## src/hw/spi_regs_pkg.sv

```systemverilog
`default_nettype none
package spi_regs_pkg;
  // ==========================================================
  // register map (byte addresses)
  localparam logic [11:0] ctrl_off = 12'h000;
  localparam logic [11:0] status_ctrl_off = 12'h004;
  localparam logic [11:0] data_port_off = 12'h008;
  localparam logic [11:0] irq_status_off = 12'h00C;
  localparam logic [11:0] irq_mask_off = 12'h010;
  // ==========================================================
  // control register fields
  localparam int ctrl_enable_bit = 0;
  localparam int ctrl_master_bit = 1;
  localparam int ctrl_cpol_bit = 2;
  localparam int ctrl_tx_irq_en_bit = 3;
  localparam logic [7:0] ctrl_reset = 8'h02;
  // ==========================================================
  // status and control register fields
  localparam int sc_rate_lo_bit = 0;
  localparam int sc_rate_hi_bit = 1;
  localparam int sc_fault_en_bit = 2;
  localparam int sc_tx_empty_bit = 3;
  localparam int sc_fault_bit = 4;
  localparam int sc_busy_bit = 5;
  // ==========================================================
  // interrupt status / mask fields
  localparam int irq_tx_empty_bit = 0;
  localparam int irq_fault_bit = 1;
  localparam int irq_done_bit = 2;
  localparam int irq_width = 3;
  // ==========================================================
  // baud divisors
  localparam logic [7:0] div_sel0 = 8'h02;
  localparam logic [7:0] div_sel1 = 8'h08;
  localparam logic [7:0] div_sel2 = 8'h20;
  localparam logic [7:0] div_sel3 = 8'h80;
  localparam int bits_per_frame = 8;

  function automatic logic [7:0] rate_divisor(input logic [1:0] sel);
    case (sel)
      2'b00: rate_divisor = div_sel0;
      2'b01: rate_divisor = div_sel1;
      2'b10: rate_divisor = div_sel2;
      default: rate_divisor = div_sel3;
    endcase
  endfunction
endpackage
`default_nettype wire

```

## src/hw/shift_link_if.sv

```systemverilog
`timescale 1ns/10ps
`default_nettype none
interface shift_link_if;
  logic start;
  logic [7:0] tx_bits;
  logic [1:0] rate_sel;
  logic cpol;
  logic taken;
  logic done;
  logic [7:0] rx_bits;
  logic busy;
  logic sck;
  logic mosi;
  logic miso;
  modport ctrl (output start, tx_bits, rate_sel, cpol, miso,
    input taken, done, rx_bits, busy, sck, mosi);
  modport engine (input start, tx_bits, rate_sel, cpol, miso,
    output taken, done, rx_bits, busy, sck, mosi);
endinterface
`default_nettype wire

```

## src/hw/baud_divider.sv

```systemverilog
`timescale 1ns/10ps
`default_nettype none
module baud_divider
  import spi_regs_pkg::*;
(
  // clock and reset
  input wire logic clk,
  input wire logic rst_b,
  // control
  input wire logic run,
  input wire logic [1:0] rate_sel,
  // enable
  output logic tick
);
  logic [7:0] cnt_r;
  logic [7:0] limit;

  assign limit = rate_divisor(rate_sel) - 8'h01;

  // ==========================================================
  // one pulse every divisor base cycles
  always_ff @(posedge clk) begin
    if (!rst_b || !run) begin
      cnt_r <= 8'h00;
      tick <= 1'b0;
    end else if (cnt_r >= limit) begin
      cnt_r <= 8'h00;
      tick <= 1'b1;
    end else begin
      cnt_r <= cnt_r + 8'h01;
      tick <= 1'b0;
    end
  end
endmodule
`default_nettype wire

```

## src/hw/shift_engine.sv

```systemverilog
`timescale 1ns/10ps
`default_nettype none
module shift_engine
  import spi_regs_pkg::*;
(
  // clock and reset
  input wire logic clk,
  input wire logic rst_b,
  // link
  shift_link_if.engine lnk
);
  typedef enum logic [0:0] {idle_s, shift_s} eng_state_t;
  eng_state_t state_r;
  logic tick;
  logic phase_r;
  logic [7:0] sh_r;
  logic [3:0] bit_r;

  baud_divider u_div (
    .clk(clk),
    .rst_b(rst_b),
    .run(state_r == shift_s),
    .rate_sel(lnk.rate_sel),
    .tick(tick)
  );

  assign lnk.busy = (state_r == shift_s);
  assign lnk.mosi = sh_r[7];

  // ==========================================================
  // shifter: edge each divisor ticks, so serial rate = base/(2*div)
  always_ff @(posedge clk) begin
    if (!rst_b) begin
      state_r <= idle_s;
      phase_r <= 1'b0;
      sh_r <= 8'h00;
      bit_r <= 4'h0;
      lnk.sck <= 1'b0;
      lnk.taken <= 1'b0;
      lnk.done <= 1'b0;
      lnk.rx_bits <= 8'h00;
    end else begin
      lnk.taken <= 1'b0;
      lnk.done <= 1'b0;
      case (state_r)
        idle_s: begin
          lnk.sck <= lnk.cpol;
          phase_r <= 1'b0;
          if (lnk.start) begin
            sh_r <= lnk.tx_bits;
            bit_r <= 4'h0;
            lnk.taken <= 1'b1;
            state_r <= shift_s;
          end
        end
        default: begin
          if (tick) begin
            lnk.sck <= ~lnk.sck;
            phase_r <= ~phase_r;
            if (!phase_r) begin
              lnk.rx_bits <= {lnk.rx_bits[6:0], lnk.miso};
            end else begin
              sh_r <= {sh_r[6:0], 1'b0};
              if (bit_r == 4'(bits_per_frame - 1)) begin
                lnk.done <= 1'b1;
                state_r <= idle_s;
              end else begin
                bit_r <= bit_r + 4'h1;
              end
            end
          end
        end
      endcase
    end
  end
endmodule
`default_nettype wire

```

## src/hw/spi_status_rate_and_data_regs.sv

```systemverilog
`timescale 1ns/10ps
`default_nettype none
// Summary of operation
// - writing the data port clears the transmit-empty flag
// - reset sets transmit-empty; one means empty
// - mode fault sets only with fault detect enabled; enable is read/write
// - clearing fault detect enable leaves the mode fault flag set
// - master without fault detect ignores select and frees the pin
// - fault detect enabled makes select an input, not general purpose
// - slave claims the select pin whenever enabled
// - slave without fault detect only stops mode fault setting
// - rate select 00,01,10,11 gives divisor 2,8,32,128
// - master serial clock is base clock over twice the divisor
// - rate select ignored in slave; reset clears it
// - data port write loads transmit, read returns receive
// - transmit and receive data are separate registers
// - handoff to shifter sets transmit-empty and may interrupt
// - fault: slave select high mid-transfer, master select low
// - master select one is master, reset sets it
module spi_status_rate_and_data_regs
  import spi_regs_pkg::*;
(
  // clock and reset
  input wire logic clk,
  input wire logic rst_b,
  // apb slave
  input wire logic psel,
  input wire logic penable,
  input wire logic pwrite,
  input wire logic [11:0] paddr,
  input wire logic [31:0] pwdata,
  output logic [31:0] prdata,
  output logic pready,
  output logic pslverr,
  // serial pins
  output logic sck_out,
  output logic sck_oe,
  output logic mosi_out,
  input wire logic miso_in,
  input wire logic select_b_in,
  output logic select_claimed,
  // interrupt
  output logic irq
);
  shift_link_if lnk();

  shift_engine u_eng (
    .clk(clk),
    .rst_b(rst_b),
    .lnk(lnk)
  );

  logic [7:0] ctrl_r;
  logic [1:0] rate_sel_r;
  logic fault_en_r;
  logic tx_empty_r;
  logic fault_r;
  logic [7:0] tx_data_r;
  logic [7:0] rx_data_r;
  logic tx_pend_r;
  logic start_r;
  logic [irq_width-1:0] irq_stat_r;
  logic [irq_width-1:0] irq_mask_r;
  logic sel_prev_r;
  logic slave_active_r;
  logic wr_acc;
  logic rd_acc;
  logic enabled;
  logic is_master;
  logic fault_evt;
  logic data_wr;
  logic [irq_width-1:0] irq_evt;

  assign wr_acc = psel && penable && pwrite;
  assign rd_acc = psel && penable && !pwrite;
  assign enabled = ctrl_r[ctrl_enable_bit];
  assign is_master = ctrl_r[ctrl_master_bit];
  assign data_wr = wr_acc && (paddr == data_port_off);

  // ==========================================================
  // fault detection
  always_comb begin
    fault_evt = 1'b0;
    if (enabled && fault_en_r) begin
      if (is_master) begin
        fault_evt = !select_b_in;
      end else begin
        fault_evt = slave_active_r && select_b_in && !sel_prev_r;
      end
    end
  end

  always_ff @(posedge clk) begin
    if (!rst_b) begin
      sel_prev_r <= 1'b1;
      slave_active_r <= 1'b0;
    end else begin
      sel_prev_r <= select_b_in;
      if (!enabled || is_master || select_b_in) begin
        slave_active_r <= 1'b0;
      end else if (!select_b_in) begin
        slave_active_r <= 1'b1;
      end
    end
  end

  // ==========================================================
  // control registers
  always_ff @(posedge clk) begin
    if (!rst_b) begin
      ctrl_r <= ctrl_reset;
      rate_sel_r <= 2'b00;
      fault_en_r <= 1'b0;
      irq_mask_r <= '0;
    end else if (wr_acc) begin
      if (paddr == ctrl_off) begin
        ctrl_r <= pwdata[7:0];
      end else if (paddr == status_ctrl_off) begin
        rate_sel_r <= {pwdata[sc_rate_hi_bit], pwdata[sc_rate_lo_bit]};
        fault_en_r <= pwdata[sc_fault_en_bit];
      end else if (paddr == irq_mask_off) begin
        irq_mask_r <= pwdata[irq_width-1:0];
      end
    end
  end

  // mode fault: set wins; cleared by control write after status read
  logic fault_seen_r;
  always_ff @(posedge clk) begin
    if (!rst_b) begin
      fault_r <= 1'b0;
      fault_seen_r <= 1'b0;
    end else begin
      if (rd_acc && paddr == status_ctrl_off) begin
        fault_seen_r <= fault_r;
      end
      if (fault_evt) begin
        fault_r <= 1'b1;
      end else if (wr_acc && paddr == ctrl_off && fault_seen_r) begin
        fault_r <= 1'b0;
        fault_seen_r <= 1'b0;
      end
    end
  end

  // ==========================================================
  // transmit path
  always_ff @(posedge clk) begin
    if (!rst_b) begin
      tx_empty_r <= 1'b1;
      tx_data_r <= 8'h00;
      tx_pend_r <= 1'b0;
      start_r <= 1'b0;
    end else begin
      start_r <= 1'b0;
      if (data_wr) begin
        tx_data_r <= pwdata[7:0];
        tx_empty_r <= 1'b0;
        tx_pend_r <= 1'b1;
      end else if (lnk.taken) begin
        tx_empty_r <= 1'b1;
        tx_pend_r <= 1'b0;
      end
      if (tx_pend_r && enabled && is_master && !lnk.busy && !start_r
          && !lnk.taken && !fault_r) begin
        start_r <= 1'b1;
      end
    end
  end

  always_ff @(posedge clk) begin
    if (!rst_b) begin
      rx_data_r <= 8'h00;
    end else if (lnk.done) begin
      rx_data_r <= lnk.rx_bits;
    end
  end

  assign lnk.start = start_r;
  assign lnk.tx_bits = tx_data_r;
  assign lnk.rate_sel = is_master ? rate_sel_r : 2'b00;
  assign lnk.cpol = ctrl_r[ctrl_cpol_bit];
  assign lnk.miso = miso_in;

  // ==========================================================
  // interrupts
  always_comb begin
    irq_evt = '0;
    irq_evt[irq_tx_empty_bit] = lnk.taken && ctrl_r[ctrl_tx_irq_en_bit];
    irq_evt[irq_fault_bit] = fault_evt;
    irq_evt[irq_done_bit] = lnk.done;
  end

  always_ff @(posedge clk) begin
    if (!rst_b) begin
      irq_stat_r <= '0;
    end else if (wr_acc && paddr == irq_status_off) begin
      irq_stat_r <= (irq_stat_r & ~pwdata[irq_width-1:0]) | irq_evt;
    end else begin
      irq_stat_r <= irq_stat_r | irq_evt;
    end
  end

  // ==========================================================
  // apb read and outputs
  always_ff @(posedge clk) begin
    if (!rst_b) begin
      prdata <= 32'h0000_0000;
      pready <= 1'b0;
      pslverr <= 1'b0;
    end else begin
      pready <= psel && !penable;
      pslverr <= 1'b0;
      prdata <= 32'h0000_0000;
      if (psel && !penable) begin
        if (paddr == ctrl_off) begin
          prdata[7:0] <= ctrl_r;
        end else if (paddr == status_ctrl_off) begin
          prdata[sc_rate_lo_bit] <= rate_sel_r[0];
          prdata[sc_rate_hi_bit] <= rate_sel_r[1];
          prdata[sc_fault_en_bit] <= fault_en_r;
          prdata[sc_tx_empty_bit] <= tx_empty_r;
          prdata[sc_fault_bit] <= fault_r;
          prdata[sc_busy_bit] <= lnk.busy;
        end else if (paddr == data_port_off) begin
          prdata[7:0] <= rx_data_r;
        end else if (paddr == irq_status_off) begin
          prdata[irq_width-1:0] <= irq_stat_r;
        end else if (paddr == irq_mask_off) begin
          prdata[irq_width-1:0] <= irq_mask_r;
        end else begin
          pslverr <= 1'b1;
        end
      end
    end
  end

  always_ff @(posedge clk) begin
    if (!rst_b) begin
      irq <= 1'b0;
      sck_out <= 1'b0;
      sck_oe <= 1'b0;
      mosi_out <= 1'b0;
      select_claimed <= 1'b0;
    end else begin
      irq <= |(irq_stat_r & irq_mask_r);
      sck_out <= lnk.sck;
      sck_oe <= enabled && is_master;
      mosi_out <= lnk.mosi;
      select_claimed <= enabled && (!is_master || fault_en_r);
    end
  end

  // ==========================================================
  // checks
  property p_tx_empty_clear;
    @(posedge clk) disable iff (!rst_b)
    data_wr |=> !tx_empty_r;
  endproperty
  a_tx_empty_clear: assert property (p_tx_empty_clear) else $error("tx empty not cleared");

  property p_fault_gate;
    @(posedge clk) disable iff (!rst_b)
    (!fault_r && !fault_en_r) |=> !fault_r;
  endproperty
  a_fault_gate: assert property (p_fault_gate) else $error("fault set while disabled");

  property p_fault_hold;
    @(posedge clk) disable iff (!rst_b)
    (fault_r && !(wr_acc && paddr == ctrl_off)) |=> fault_r;
  endproperty
  a_fault_hold: assert property (p_fault_hold) else $error("fault flag lost");

  property p_select_claim;
    @(posedge clk) disable iff (!rst_b)
    (enabled && !is_master) |=> select_claimed;
  endproperty
  a_select_claim: assert property (p_select_claim) else $error("slave select not claimed");

  property p_master_free;
    @(posedge clk) disable iff (!rst_b)
    (enabled && is_master && !fault_en_r) |=> !select_claimed;
  endproperty
  a_master_free: assert property (p_master_free) else $error("select not freed");

  property p_handoff;
    @(posedge clk) disable iff (!rst_b)
    (lnk.taken && !data_wr) |=> tx_empty_r;
  endproperty
  a_handoff: assert property (p_handoff) else $error("tx empty not set on handoff");

  property p_data_split;
    @(posedge clk) disable iff (!rst_b)
    (data_wr && !lnk.done) |=> $stable(rx_data_r);
  endproperty
  a_data_split: assert property (p_data_split) else $error("rx changed by write");

  property p_master_fault;
    @(posedge clk) disable iff (!rst_b)
    (enabled && is_master && fault_en_r && !select_b_in) |=> fault_r;
  endproperty
  a_master_fault: assert property (p_master_fault) else $error("master fault missed");
endmodule
`default_nettype wire

```

## config.mk

```make
export PLATFORM = sky130hd
export DESIGN_NAME = spi_status_rate_and_data_regs
export DESIGN_NICKNAME = d
export VERILOG_FILES = /design/src/hw/spi_regs_pkg.sv /design/src/hw/shift_link_if.sv /design/src/hw/baud_divider.sv /design/src/hw/shift_engine.sv /design/src/hw/spi_status_rate_and_data_regs.sv
export SDC_FILE = /design/constraint.sdc
export NUM_CORES = 1
export LEC_CHECK = 0
export BUFFER_PORTS_ARGS = -buffer_cell sky130_fd_sc_hd__buf_2
export CAP_MARGIN = 20
export CORE_MARGIN = 8
export CORE_UTILIZATION = 45
export CTS_CLUSTER_DIAMETER = 80
export CTS_CLUSTER_SIZE = 24
export DETAILED_ROUTE_END_ITERATION = 12
export PLACE_DENSITY = 0.67
export SLEW_MARGIN = 25
export SYNTH_ARGS = -nofsm -noshare
export SYNTH_HDL_FRONTEND = slang
export SYNTH_SLANG_ARGS = --single-unit
```

## constraint.sdc

```tcl
create_clock -name clk -period 2.8 [get_ports clk]
set_clock_uncertainty 0.2 [all_clocks]
set_input_delay 0.56 -clock clk [delete_from_list [all_inputs] [get_ports clk]]
set_output_delay 0.56 -clock clk [all_outputs]
set_load 0.02 [all_outputs]
```

==> qor.txt <==
Initial Utilization - 46.01%
Via density - 5.415
initial antenna violation count - 0
port buffer count - 41
clock transition at the registers of the reported paths - 100 ps
Inst Count DP - 574
gp weighted congestion - 0.8457
Tmin final - 2487 ps
starting DRC count in detailed routing - 181
P_sw - 609.3 µW
critical path required time - 2890 ps
Detailed Place HPWL - 6505 µm
Nets - 537
ANT cells - 0
RSZ-0062 raised after global routing - false
number of global-route vias before repair - 2997
Final Setup Violations - 0
outcome - finished, final reports clean
die area - 0.01214 mm²
post-synth top area share - 44.63%
area leader, netlist - dfxtp_1
Boundary Pins - 90
period utilisation layout - 88.81%
first-pass GRT wire length - 14780 µm
H-tree levels - 3
post-placement cell area - 0.004204 mm²
# Post-CTS Setup Buffers - 0
synthesized area - 0.003993 mm²
largest net degree at the start of global routing - 39
worst skew pair latency - 370 ps
DRT antenna net count - 0
clock root buffer - clkbuf_8
setup TNS - 0 ps
register share of total power - 56.2%
P_int - 1.645 mW
most frequent cells in the layout - 89 x dfxtp_1, 47 x nor2_1, 41 x buf_2
Die Ht - 110.2 µm
cts-stage hold buffer count - 0
Hold Crit Class - in -> reg
sequential-to-total area share from yosys stat - 44.63%
Multi-input gate area - 0.001999 mm²
Startpoint Class - flip-flop
fin. max-slew vios - 0
Worst setup EP type - flip-flop
Rows - 34
clk sinks - 89
final hold slack - 187.0 ps
Chip Width - 110.2 µm
Max Freq - 0.4021 GHz
Crit Path Max Fanout - 11
final wirelength - 8960 µm
fillcell total - 859
CTS Buf Count - 9
worst-margin pin slew - 637.5 ps
Synth Flop Type - dfxtp_1
Clock power frac - 38.6%
commonest non-fill, non-tap cell in the layout - dfxtp_1
Max-cap violations - 0
GRT Total Usage - 15.44%
peak supply drop - 303.6 µV
final hold violation count - 0
CTS tree - built
Pleak - 1.731 nW
DR WL/cell - 15.19 µm
Layout Cells excl Fill - 590
top cells by area, synth - dfxtp_1 45%, mux2i_1 8.3%, buf_4 4.5%, nor2_1 4.4%, a21oi_1 4.0%
Design Area, Final - 0.004402 mm²
YS warnings - 0
critical path type - reg -> reg
layout cells sized above 1 - 15.56%
asr flop ratio synth - 0%
Sw Share - 27.03%
vias - 3195
post-CTS sizing - 0
grt ovf - 0
post-synth cell types - 49
Clock Tree Buf Depth - 2
Remaining DRCs - 0
number of synthesized flops with an enable pin - 0
PD cells - 512.2 mW/mm²
Yosys reg bits - 89
Syn Inst Count - 442
crit path DAT - 2580 ps
Logic pwr share - 5.2%
Placeable Area - 0.008678 mm²
r2r setup slk - 310 ps
mean post-synth cell area - 9.033 µm²
Register Area - 0.001782 mm²
area grow syn2layout - 10.25%
Pre-Repair DR Iteration Count - 4
Max-slew headroom - 57.43%
==> layout make-up <==
type / count / area share [%]
clock buffers: 9 / 2.814
repair buffers: 49 / 6.026
well taps: 108 / 3.070
multi-input cells: 322 / 45.42
inverters: 6 / 0.5117
clock inverters: 7 / 1.677
flip-flops and latches: 89 / 40.48
==> per-layer routing <==
| layer | track usage (%) | wire (µm) | share of wire [%] | vias to the layer above |
|---|---|---|---|---|
| met2 | 24.14 | 4047 | 45 | 80 |
| met3 | 4.593 | 633 | 7.1 | 9 |
| li1 | - | - | - | 1593 |
| met1 | 19.93 | 4181 | 47 | 1513 |
| met4 | 5.138 | 98 | 1.1 | 0 |
| met5 | 0 | 0 | 0 | - |
==> Yosys cell counts (3+ instances only) <==
cell type	n
buf_2	4
nor2b_1	5
a211oi_1	16
nand3_1	32
inv_1	5
nor3_1	3
nand4_1	3
buf_4	24
o211ai_1	3
nand3b_1	5
a21o_1	4
and3_1	8
clkbuf_1	18
a21oi_1	32
dfxtp_1	89
o21ai_0	25
xnor2_1	5
xor2_1	4
mux2i_1	33
nor2_1	47
ha_1	9
nand2b_1	4
and2_1	5
nand2_1	20
==> worst max-delay path, cell delays in order, from the launching register on <==
cell       delay [ps]
dfxtp_1           530
o21ai_0           230
ha_1              230
a2111oi_0         370
o21ai_0           150
a311o_1           470
a211oi_1          240
==> through the flow <==
| step | power (mW) | util [%] | setup WS (ps) |
|---|---|---|---|
| 2_1_floorplan | 1.395 | - | 458.4 |
| 5_1_grt | 2.339 | 50.72 | 111.0 |
| 4_1_cts | 2.268 | 50.72 | 328.6 |
| 3_3_place_gp | 1.410 | 48.44 | 362.5 |
| 6_report | 2.254 | 50.72 | 313.3 |
| 3_5_place_dp | 1.412 | 48.44 | 367.7 |
==> sequential cells by signal (all words and copies together), names as in the netlist, 2 cells and up <==
name / count
u_eng.sh_r: 8
rate_sel_r: 2
prdata: 8
u_eng.u_div.cnt_r: 8
irq_stat_r: 3
irq_mask_r: 3
u_eng.bit_r: 4
rx_data_r: 8
lnk.tx_bits: 8
ctrl_r: 8
u_eng.lnk.rx_bits: 8
==> path summary, 6_finish.rpt <==
check,from,to,cells past startpoint
min reg2reg,ctrl_r[4],prdata[4],2
min,select_b_in,slave_active_r,2
max reg2reg,ctrl_r[1],u_eng.u_div.cnt_r[5],6
max,ctrl_r[1],u_eng.u_div.cnt_r[5],6
==> cells by family after synthesis <==
family | after synthesis | synth area share (%)
mux | 34 | 8.555
flops | 89 | 44.63
buf+inv | 54 | 7.458
compound gates | 92 | 13.98
fa+ha+maj | 9 | 2.820
xor+xnor | 9 | 1.974
other cells | 2 | 0.1881
simple gates | 153 | 20.40
==> power groups by stage <==
stage | registers (mW) | logic, mW | clock network, mW
global placement | 1.30 | 0.114 | 0
detailed placement | 1.30 | 0.115 | 0
CTS | 1.27 | 0.116 | 0.885
global route | 1.27 | 0.129 | 0.943
finish | 1.27 | 0.118 | 0.870
floorplan | 1.30 | 0.0968 | 0
Note: power is estimated with default switching activity, not from simulation.
